### src/hw/lai_pkg.sv
//----------------------------------------------------------------------
// Purpose: Constants shared by the line alarm interrupt logic
// Assumes: Master clock is i_clk at 125 MHz
// Notes:   Register indices are word indices; byte address is 4x
//----------------------------------------------------------------------
package lai_pkg;

    //------------------------------------------------------------------
    // Clock and timing
    //------------------------------------------------------------------
    localparam longint LAI_CLK_KHZ        = 125000;
    localparam longint LAI_SHORT_QUAL_MS  = 40;
    localparam longint LAI_LONG_QUAL_MS   = 5100;
    localparam longint LAI_SHORT_QUAL_CYC = LAI_SHORT_QUAL_MS * LAI_CLK_KHZ;
    localparam longint LAI_LONG_QUAL_CYC  = LAI_LONG_QUAL_MS * LAI_CLK_KHZ;
    localparam int     LAI_QUAL_CW        = 30;
    localparam int     LAI_TCLK_LOSS_CYC  = 70;
    localparam int     LAI_TCLK_CW        = 7;

    //------------------------------------------------------------------
    // Register word indices
    //------------------------------------------------------------------
    localparam logic [5:0] LAI_IDX_ENABLE2 = 6'h34;
    localparam logic [5:0] LAI_IDX_EDGE    = 6'h35;
    localparam logic [5:0] LAI_IDX_STATUS  = 6'h36;
    localparam logic [5:0] LAI_IDX_CTRL    = 6'h3f;

    //------------------------------------------------------------------
    // Field positions
    //------------------------------------------------------------------
    localparam int LAI_BIT_LOOP   = 7;
    localparam int LAI_BIT_ACT    = 6;
    localparam int LAI_BIT_DEACT  = 5;
    localparam int LAI_BIT_SYNC   = 4;
    localparam int LAI_BIT_TCLK   = 3;
    localparam int LAI_BIT_DF     = 2;
    localparam int LAI_BIT_AIS    = 1;
    localparam int LAI_BIT_LOS    = 0;
    localparam int LAI_BIT_CONV   = 6;
    localparam int LAI_BIT_TXJA   = 5;
    localparam int LAI_BIT_RXJA   = 4;
    localparam int LAI_BIT_PATERR = 3;
    localparam int LAI_BIT_EXZ    = 2;
    localparam int LAI_BIT_CV     = 1;
    localparam int LAI_BIT_CNT    = 0;
    localparam int LAI_BIT_AUTO   = 0;

    //------------------------------------------------------------------
    // Reset values and writable masks
    //------------------------------------------------------------------
    localparam logic [7:0] LAI_ENABLE2_RST  = 8'h00;
    localparam logic [7:0] LAI_EDGE_RST     = 8'h00;
    localparam logic [7:0] LAI_STATUS_RST   = 8'h00;
    localparam logic [7:0] LAI_CTRL_RST     = 8'h00;
    localparam logic [7:0] LAI_ENABLE2_MASK = 8'h7f;
    localparam logic [7:0] LAI_EDGE_MASK    = 8'h7f;
    localparam logic [7:0] LAI_CTRL_MASK    = 8'h01;

    typedef enum logic [0:0] {
        LAI_LOOP_OPEN   = 1'b0,
        LAI_LOOP_CLOSED = 1'b1
    } lai_loop_type;

endpackage

### src/hw/lai_code_qualifier.sv
//----------------------------------------------------------------------
// Purpose: Qualifies a loopback code match for a programmable time
// Assumes: i_match is a same-clock level from the code detector
// Notes:   Status follows the match level once qualified
//----------------------------------------------------------------------
`timescale 1ns/1ps
module lai_code_qualifier
    import lai_pkg::*;
#(
    parameter int CW = LAI_QUAL_CW
) (
    input  wire logic          i_clk,    // Master clock
    input  wire logic          i_resetn, // Async reset, low
    input  wire logic          i_match,  // Code seen, error rate ok
    input  wire logic [CW-1:0] i_limit,  // Qualifying cycles
    output logic               o_status  // Qualified code status
);

    logic [CW-1:0] cnt_q;
    logic          status_q;

    // Saturates so a shortened limit still qualifies at once
    always_ff @(posedge i_clk or negedge i_resetn) begin
        if (!i_resetn) begin
            cnt_q <= '0;
        end else if (!i_match) begin
            cnt_q <= '0;
        end else if (cnt_q < i_limit) begin
            cnt_q <= cnt_q + 1'b1;
        end
    end

    // Bit errors below threshold keep i_match high, so status holds
    always_ff @(posedge i_clk or negedge i_resetn) begin
        if (!i_resetn) begin
            status_q <= 1'b0;
        end else begin
            status_q <= i_match && (cnt_q >= i_limit);
        end
    end

    assign o_status = status_q;

endmodule

### src/hw/lai_edge_event.sv
//----------------------------------------------------------------------
// Purpose: Turns status changes into gated one-cycle event pulses
// Assumes: Status comes from registers on the same clock
// Notes:   Reset value of the history matches status reset value
//----------------------------------------------------------------------
`timescale 1ns/1ps
module lai_edge_event #(
    parameter int W = 7
) (
    input  wire logic         i_clk,      // Master clock
    input  wire logic         i_resetn,   // Async reset, low
    input  wire logic [W-1:0] i_status,   // Current status bits
    input  wire logic [W-1:0] i_edge_sel, // 0 rise only, 1 any change
    input  wire logic [W-1:0] i_enable,   // Per source enable
    output logic      [W-1:0] o_event     // Gated event pulses
);

    logic [W-1:0] prev_q;
    logic [W-1:0] event_q;
    logic [W-1:0] rise;
    logic [W-1:0] change;

    always_ff @(posedge i_clk or negedge i_resetn) begin
        if (!i_resetn) begin
            prev_q <= '0;
        end else begin
            prev_q <= i_status;
        end
    end

    assign rise   = i_status & ~prev_q;
    assign change = i_status ^ prev_q;

    always_ff @(posedge i_clk or negedge i_resetn) begin
        if (!i_resetn) begin
            event_q <= '0;
        end else begin
            event_q <= i_enable & ((i_edge_sel & change)
                                 | (~i_edge_sel & rise));
        end
    end

    assign o_event = event_q;

endmodule

### src/hw/lai_top.sv
//----------------------------------------------------------------------
// Purpose: Per-channel line alarm interrupt and real-time status logic
// Assumes: APB slave, 125 MHz master clock, detectors outside
// Notes:   Event outputs are gated pulses; no latching here
//----------------------------------------------------------------------
// Functional notes
// - Second enable bit 6 gates converter overflow; resets 0; bit 7 reads 0.
// - Second enable bit 5 gates transmit jitter buffer slip; resets 0.
// - Second enable bit 4 gates receive jitter buffer slip; resets 0.
// - Second enable bit 3 gates test pattern logic error; resets 0.
// - Second enable bit 2 gates excess zeros event; resets 0.
// - Second enable bit 1 gates code violation event; resets 0.
// - Second enable bit 0 gates error counter overflow; resets 0.
// - Edge select 0 means rising change only, 1 means any change.
// - Edge bits 6..0 map activate, deactivate, sync, clock, driver, alarm, loss.
// - Event raised only with enable set and matching status change.
// - With auto loop on, activate code for 5.1 s closes loop.
// - With auto loop on, deactivate code for 5.1 s opens loop.
// - Code status bits set after 40 ms, or 5.1 s with auto loop.
// - Code status holds through bit errors below ten to minus two.
// - With auto loop on, activate status rise closes loop; deactivate status rise opens it.
// - Bit 4 shows live pattern sync, sequence chosen by line mode.
// - Bit 3 set when transmit clock idle over 70 master cycles.
// - Status register read-only, live, resets to zero.
// - Bit 2 shows driver short circuit, zero when normal.
// - Bit 1 shows alarm indication, bit 0 shows signal loss.
//----------------------------------------------------------------------
//
// Added by the designer: the APB register port.
`timescale 1ns/1ps
module lai_top
    import lai_pkg::*;
#(
    parameter longint SHORT_QUAL_CYC = LAI_SHORT_QUAL_CYC,
    parameter longint LONG_QUAL_CYC  = LAI_LONG_QUAL_CYC
) (
    input  wire logic        i_clk,          // Master clock 125 MHz
    input  wire logic        i_resetn,       // Async reset, low
    input  wire logic [7:0]  i_paddr,        // APB byte address
    input  wire logic        i_psel,         // APB select
    input  wire logic        i_penable,      // APB enable
    input  wire logic        i_pwrite,       // APB write
    input  wire logic [31:0] i_pwdata,       // APB write data
    input  wire logic [3:0]  i_pstrb,        // APB byte strobes
    output logic      [31:0] o_prdata,       // APB read data
    output logic             o_pready,       // APB ready
    output logic             o_pslverr,      // APB error
    input  wire logic [6:0]  i_enable_first, // First enable reg bits
    input  wire logic        i_act_match,    // Activate code seen
    input  wire logic        i_deact_match,  // Deactivate code seen
    input  wire logic        i_pattern_sync, // Pattern detector locked
    input  wire logic        i_channel_tx_clock, // Transmit clock pin
    input  wire logic        i_driver_short, // Driver short detected
    input  wire logic        i_alarm_ind,    // Alarm indication seen
    input  wire logic        i_signal_loss,  // Receive signal lost
    input  wire logic [6:0]  i_err_event,    // Error event pulses
    output logic      [6:0]  o_status_event, // Gated status events
    output logic      [6:0]  o_err_event,    // Gated error events
    output logic             o_remote_loop,  // Remote loop closed
    output logic      [7:0]  o_line_status   // Live status copy
);

    //------------------------------------------------------------------
    // Helpers
    //------------------------------------------------------------------
    localparam int QCW = LAI_QUAL_CW;

    function automatic logic lai_hit(input logic [7:0] addr,
                                     input logic [5:0] idx);
        lai_hit = (addr == {idx, 2'b00});
    endfunction

    function automatic logic [QCW-1:0] lai_cyc(input longint c);
        lai_cyc = QCW'(c);
    endfunction

    //------------------------------------------------------------------
    // Declarations
    //------------------------------------------------------------------
    logic [7:0]   enable2_q;
    logic [7:0]   edge_q;
    logic [7:0]   ctrl_q;
    logic [7:0]   status_q;
    logic [7:0]   status_d;
    logic [31:0]  prdata_q;
    logic         pslverr_q;
    logic         setup;
    logic         access;
    logic         wr_en;
    logic         hit_en2;
    logic         hit_edge;
    logic         hit_stat;
    logic         hit_ctrl;
    logic         mapped;
    logic [7:0]   rd_byte;
    logic         auto_on;
    logic [QCW-1:0] qual_limit;
    logic         act_status;
    logic         deact_status;
    logic         act_prev_q;
    logic         deact_prev_q;
    logic         act_rise;
    logic         deact_rise;
    lai_loop_type loop_q;
    lai_loop_type loop_d;
    logic [2:0]   tclk_sync_q;
    logic         tclk_level_q;
    logic         tclk_toggle;
    logic [LAI_TCLK_CW-1:0] idle_cnt_q;
    logic         tclk_missing;
    logic [6:0]   err_event_q;
    logic [6:0]   status_event;

    //------------------------------------------------------------------
    // APB decode
    //------------------------------------------------------------------
    assign setup    = i_psel && !i_penable;
    assign access   = i_psel && i_penable;
    assign hit_en2  = lai_hit(i_paddr, LAI_IDX_ENABLE2);
    assign hit_edge = lai_hit(i_paddr, LAI_IDX_EDGE);
    assign hit_stat = lai_hit(i_paddr, LAI_IDX_STATUS);
    assign hit_ctrl = lai_hit(i_paddr, LAI_IDX_CTRL);
    assign mapped   = hit_en2 || hit_edge || hit_stat || hit_ctrl;
    // Writes land only at the access edge, low byte lane only
    assign wr_en    = access && i_pwrite && i_pstrb[0];

    always_comb begin
        rd_byte = 8'h00;
        case (1'b1)
            hit_en2:  rd_byte = enable2_q & LAI_ENABLE2_MASK;
            hit_edge: rd_byte = edge_q & LAI_EDGE_MASK;
            hit_stat: rd_byte = status_q;
            hit_ctrl: rd_byte = ctrl_q & LAI_CTRL_MASK;
            default:  rd_byte = 8'h00;
        endcase
    end

    // Read data and error are captured in setup so access answers
    always_ff @(posedge i_clk or negedge i_resetn) begin
        if (!i_resetn) begin
            prdata_q  <= 32'h0000_0000;
            pslverr_q <= 1'b0;
        end else if (setup) begin
            prdata_q  <= i_pwrite ? 32'h0000_0000 : {24'h00_0000, rd_byte};
            // Writing the live status register is refused
            pslverr_q <= !mapped || (i_pwrite && hit_stat);
        end
    end

    assign o_prdata  = prdata_q;
    assign o_pready  = 1'b1;
    assign o_pslverr = access && pslverr_q;

    //------------------------------------------------------------------
    // Software registers
    //------------------------------------------------------------------
    always_ff @(posedge i_clk or negedge i_resetn) begin
        if (!i_resetn) begin
            enable2_q <= LAI_ENABLE2_RST;
        end else if (wr_en && hit_en2) begin
            enable2_q <= i_pwdata[7:0] & LAI_ENABLE2_MASK;
        end
    end

    always_ff @(posedge i_clk or negedge i_resetn) begin
        if (!i_resetn) begin
            edge_q <= LAI_EDGE_RST;
        end else if (wr_en && hit_edge) begin
            edge_q <= i_pwdata[7:0] & LAI_EDGE_MASK;
        end
    end

    always_ff @(posedge i_clk or negedge i_resetn) begin
        if (!i_resetn) begin
            ctrl_q <= LAI_CTRL_RST;
        end else if (wr_en && hit_ctrl) begin
            ctrl_q <= i_pwdata[7:0] & LAI_CTRL_MASK;
        end
    end

    assign auto_on = ctrl_q[LAI_BIT_AUTO];

    //------------------------------------------------------------------
    // Loopback code qualification
    //------------------------------------------------------------------
    // Long window only while the loop is under automatic control
    assign qual_limit = auto_on ? lai_cyc(LONG_QUAL_CYC)
                                : lai_cyc(SHORT_QUAL_CYC);

    lai_code_qualifier #(
        .CW       (QCW)
    ) u_act_qual (
        .i_clk    (i_clk),
        .i_resetn (i_resetn),
        .i_match  (i_act_match),
        .i_limit  (qual_limit),
        .o_status (act_status)
    );

    lai_code_qualifier #(
        .CW       (QCW)
    ) u_deact_qual (
        .i_clk    (i_clk),
        .i_resetn (i_resetn),
        .i_match  (i_deact_match),
        .i_limit  (qual_limit),
        .o_status (deact_status)
    );

    always_ff @(posedge i_clk or negedge i_resetn) begin
        if (!i_resetn) begin
            act_prev_q   <= 1'b0;
            deact_prev_q <= 1'b0;
        end else begin
            act_prev_q   <= act_status;
            deact_prev_q <= deact_status;
        end
    end

    assign act_rise   = act_status && !act_prev_q;
    assign deact_rise = deact_status && !deact_prev_q;

    //------------------------------------------------------------------
    // Automatic remote loop state
    //------------------------------------------------------------------
    // Deactivate wins if both rise together; opening is the safe side
    always_comb begin
        loop_d = loop_q;
        case (loop_q)
            LAI_LOOP_OPEN: begin
                if (auto_on && act_rise && !deact_rise) begin
                    loop_d = LAI_LOOP_CLOSED;
                end
            end
            LAI_LOOP_CLOSED: begin
                if (!auto_on || deact_rise) begin
                    loop_d = LAI_LOOP_OPEN;
                end
            end
            default: loop_d = LAI_LOOP_OPEN;
        endcase
    end

    always_ff @(posedge i_clk or negedge i_resetn) begin
        if (!i_resetn) begin
            loop_q <= LAI_LOOP_OPEN;
        end else begin
            loop_q <= loop_d;
        end
    end

    assign o_remote_loop = (loop_q == LAI_LOOP_CLOSED);

    //------------------------------------------------------------------
    // Transmit clock loss monitor
    //------------------------------------------------------------------
    // Clock pin is asynchronous: three stages, accept when 2 and 3 agree
    always_ff @(posedge i_clk or negedge i_resetn) begin
        if (!i_resetn) begin
            tclk_sync_q <= 3'h0;
        end else begin
            tclk_sync_q <= {tclk_sync_q[1:0], i_channel_tx_clock};
        end
    end

    assign tclk_toggle = (tclk_sync_q[1] == tclk_sync_q[2])
                      && (tclk_sync_q[2] != tclk_level_q);

    always_ff @(posedge i_clk or negedge i_resetn) begin
        if (!i_resetn) begin
            tclk_level_q <= 1'b0;
        end else if (tclk_toggle) begin
            tclk_level_q <= tclk_sync_q[2];
        end
    end

    // Counter saturates one past the limit to flag the loss
    always_ff @(posedge i_clk or negedge i_resetn) begin
        if (!i_resetn) begin
            idle_cnt_q <= '0;
        end else if (tclk_toggle) begin
            idle_cnt_q <= '0;
        end else if (idle_cnt_q <= LAI_TCLK_CW'(LAI_TCLK_LOSS_CYC)) begin
            idle_cnt_q <= idle_cnt_q + 1'b1;
        end
    end

    assign tclk_missing = idle_cnt_q > LAI_TCLK_CW'(LAI_TCLK_LOSS_CYC);

    //------------------------------------------------------------------
    // Live status register
    //------------------------------------------------------------------
    always_comb begin
        status_d                = LAI_STATUS_RST;
        status_d[LAI_BIT_LOOP]  = o_remote_loop;
        status_d[LAI_BIT_ACT]   = act_status;
        status_d[LAI_BIT_DEACT] = deact_status;
        // Detector picks the sequence for the line mode
        status_d[LAI_BIT_SYNC]  = i_pattern_sync;
        status_d[LAI_BIT_TCLK]  = tclk_missing;
        status_d[LAI_BIT_DF]    = i_driver_short;
        status_d[LAI_BIT_AIS]   = i_alarm_ind;
        status_d[LAI_BIT_LOS]   = i_signal_loss;
    end

    // Live copy, not latched history
    always_ff @(posedge i_clk or negedge i_resetn) begin
        if (!i_resetn) begin
            status_q <= LAI_STATUS_RST;
        end else begin
            status_q <= status_d;
        end
    end

    assign o_line_status = status_q;

    //------------------------------------------------------------------
    // Event generation
    //------------------------------------------------------------------
    // Edge and enable bit n both serve status bit n
    lai_edge_event #(
        .W          (7)
    ) u_status_evt (
        .i_clk      (i_clk),
        .i_resetn   (i_resetn),
        .i_status   (status_q[6:0]),
        .i_edge_sel (edge_q[6:0]),
        .i_enable   (i_enable_first),
        .o_event    (status_event)
    );

    assign o_status_event = status_event;

    always_ff @(posedge i_clk or negedge i_resetn) begin
        if (!i_resetn) begin
            err_event_q <= 7'h00;
        end else begin
            err_event_q <= i_err_event & enable2_q[6:0];
        end
    end

    assign o_err_event = err_event_q;

endmodule

### config.mk
export PLATFORM = sky130hd
export DESIGN_NAME = lai_top
export DESIGN_NICKNAME = d
export VERILOG_FILES = /design/src/hw/lai_pkg.sv /design/src/hw/lai_code_qualifier.sv /design/src/hw/lai_edge_event.sv /design/src/hw/lai_top.sv
export SDC_FILE = /design/constraint.sdc
export NUM_CORES = 1
export LEC_CHECK = 0
export ABC_CLOCK_PERIOD_IN_PS = 7490
export BUFFER_PORTS_ARGS = -buffer_cell sky130_fd_sc_hd__buf_4
export CORE_ASPECT_RATIO = 0.8
export CORE_MARGIN = 2
export CORE_UTILIZATION = 40
export DETAILED_ROUTE_END_ITERATION = 7
export SYNTH_ARGS = -nofsm -noshare
export SYNTH_HDL_FRONTEND = slang
export SYNTH_SLANG_ARGS = --single-unit
### constraint.sdc
create_clock -name i_clk -period 7.49 [get_ports i_clk]
set_input_delay 0.749 -clock i_clk [delete_from_list [all_inputs] [get_ports i_clk]]
set_output_delay 0.749 -clock i_clk [all_outputs]
set_load 0.05 [all_outputs]
==> impl_metrics.ini <==
[synthesis]
yosysTopAreaCell = dfrtp_1
ys.flop_type = dfrtp_1
synth_edf_count = 0
ys_warn_count = 0
synthArstFlopShare_pct = 100.0
avgSynthCellArea_um2 = 9.955
ys_seq_elements = 127
synthTopCellsByArea = dfrtp_1, ha_1, nand2_1, a21oi_1, buf_4
synth_cell_types = 58
yosysTopAreaCellShare_pct = 46.27
ys_seq_area_share_pct = 46.27
synth_common_cells = dfrtp_1, nand2_1, a21oi_1
netlist_instances = 690
syn_area_um2 = 6869
yosys.cell_count.top_type = dfrtp_1

[die]
io-pin-count = 127
core-area_um2 = 16660
die_h_um = 121.2
rows = 42
die_x_um = 150.5
dieArea_um2 = 18240
start_util_pct = 41.23

[worst_hold_path]
min_from = tclk_sync_q[0]$_DFF_PN0_
whs_endpoint = tclk_sync_q[1]$_DFF_PN0_
hold_depth = 0
holdCritPathClass = flip-flop to flip-flop

[worst_setup_path]
worst_r2r_endpoint = u_deact_qual.cnt_q[16]$_DFFE_PN0P_
worstRegToRegCells = 8
cp_max_fo = 22
start_kind = flip-flop
required_ps = 7810
worstPathArrival_ps = 4800
reg2reg_from = ctrl_q[0]$_DFFE_PN0P_
critPathKind = flip-flop to flip-flop
rrSetupSlack_ps = 3010
end_kind = flip-flop

[flow_run]
maxCapViolations = 0

[route]
drcViolationCount = 0
drt_iter0_drc = 363
dr_total_vias = 5476
ant_nets = 0
wire_per_inst_um = 16.56
via_per_inst = 5.537
drt_wl_total_mm = 16.38
dr.pass1.iters = 5

[final_layout]
num_antenna_cells = 0
area_growth_pct = 17.92
fillers = 1542
fin_nets = 863
drive_above_1_share_pct = 16.64
final_cells = 989

[power]
p_leak_nw = 3.742
p_per_area_nw_per_um2 = 211.5
total_power_mw = 1.713
ir_drop_v = 0.0001397

[global_routing]
grt-ovfl-total = 0
grt_max_degree = 71
grt_antenna_before_repair = 0
grt_usage_pct = 18.78
grt_pass1_wl_mm = 26.94
grt_pass1_vias = 5473

[timing]
setup_violations = 0
final_hold_viol_count = 0
fin_tns_setup_ps = 0
timing.hold.ws_ps = 361.9
fmax_mhz = 223.0
period_share_pct = 59.87
fin_crit_ps = 4484
slew_headroom_pct = 20.46
rsz0062_at_grt = no
skew_ps = 8.889
worstMarginPinSlew_ps = 1182
slew_violations = 0

[cts]
ctsResizeCount = 0
root_buffer = clkbuf_16
numCtsBuffers = 17
hold_buffers = 0
cts.clk_slew.worst_paths_ps = 60
clkLatencyLatePin_ps = 420
cts_tree = done
postCtsSetupRepairBufs = 0
clockBufferDepth = 2
cts_max_level = 4
numClockSinks = 127

[placement]
hpwl_mm = 11.25
dp_cells = 957
portBuffers = 73
gp_congestion = 0.8131

[run_status]
status = finished clean
## worst max-delay path: stages (launching register included)
cell and delay (ps):
dfrtp_1 450, inv_1 690, ha_1 380, and4_1 180
o211a_1 260, a2111oi_0 840, nand2_1 700, or4_1 680
a21oi_1 180
## how the worst max path moves through the flow
stage                                      from                                 end
after floorplan           ctrl_q[0]$_DFFE_PN0P_    u_act_qual.cnt_q[20]$_DFFE_PN0P_
after global placement    ctrl_q[0]$_DFFE_PN0P_  u_deact_qual.cnt_q[24]$_DFFE_PN0P_
after detailed placement  ctrl_q[0]$_DFFE_PN0P_  u_deact_qual.cnt_q[16]$_DFFE_PN0P_
after CTS                 ctrl_q[0]$_DFFE_PN0P_  u_deact_qual.cnt_q[16]$_DFFE_PN0P_
after global routing      ctrl_q[0]$_DFFE_PN0P_  u_deact_qual.cnt_q[16]$_DFFE_PN0P_
final                     ctrl_q[0]$_DFFE_PN0P_  u_deact_qual.cnt_q[16]$_DFFE_PN0P_
## power breakdown
group	switching [mW]	total, mW	internal [mW]
clock network	0.328	0.857	0.529
logic	0.0927	0.133	0.0406
registers	0.0188	0.723	0.704
total	0.440	1.71	1.27
## through the flow
step	instance area (um2)	util, %	worst slack (ps)
2_1_floorplan	6955	-	4019
3_3_place_gp	7490	44.96	3131
3_5_place_dp	7490	44.96	3060
4_1_cts	8100	48.63	3007
5_1_grt	8100	48.63	2779
6_report	8100	48.63	3006
## cell type report
class | instances | area, um2 | share of cell area, %
multi-input cells | 500 | 3342 | 41.26
clock inverters | 15 | 185.2 | 2.286
inverters | 35 | 131.4 | 1.622
well taps | 220 | 275.3 | 3.398
repair buffers | 75 | 563.0 | 6.951
flip-flops and latches | 127 | 3178 | 39.23
clock buffers | 17 | 425.4 | 5.252
## routing by layer
| layer | wire length [um] | GRT usage [%] |
|---|---|---|
| met1 | 7820 | 25.81 |
| met2 | 7505 | 29.23 |
| met3 | 906 | 4.850 |
| met4 | 143 | 5.542 |
| met5 | 0 | 0 |
## cells in the final DEF (no fill, tap or decap), types with 7 or more instances in the layout
| cell | synthesis | routed |
|---|---|---|
| o211a_1 | 8 | 8 |
| and3_1 | 10 | 10 |
| mux2i_1 | 17 | 17 |
| mux2_2 | 15 | 15 |
| xor2_1 | 7 | 7 |
| nand3_1 | 26 | 26 |
| and4_1 | 7 | 7 |
| a22o_1 | 7 | 7 |
| nand2b_1 | 14 | 14 |
| o21ai_0 | 23 | 23 |
| inv_1 | 34 | 34 |
| clkbuf_16 | 0 | 17 |
| and2_1 | 8 | 8 |
| ha_1 | 37 | 37 |
| a21oi_1 | 44 | 44 |
| nand2_1 | 65 | 65 |
| o31ai_1 | 21 | 21 |
| dfrtp_1 | 127 | 127 |
| or3_1 | 15 | 15 |
| nor2_1 | 27 | 27 |
| nor3_1 | 11 | 11 |
| buf_4 | 27 | 75 |
| nand4_1 | 18 | 18 |
| nor4_1 | 9 | 9 |
| conb_1 | 2 | 25 |
| or4_1 | 26 | 26 |
## cells by family after synthesis
logic type / share of synthesized area [%]
compound gates: 13.42
xor+xnor: 1.658
fa+ha+maj: 6.885
buf+inv: 6.339
flops: 46.27
mux: 4.936
other cells: 0.1093
simple gates: 20.38
## sequential cells by signal (all words and copies together), names as in the netlist
register	cells
o_remote_loop	1
tclk_level_q	1
o_prdata	8
edge_q	7
idle_cnt_q	7
u_act_qual.o_status	1
u_status_evt.prev_q	7
u_deact_qual.o_status	1
tclk_sync_q	3
u_deact_qual.cnt_q	30
enable2_q	7
u_act_qual.cnt_q	30
o_err_event	7
o_line_status	8
pslverr_q	1
ctrl_q	1
u_status_evt.o_event	7
(Power assumes the default switching activity.)
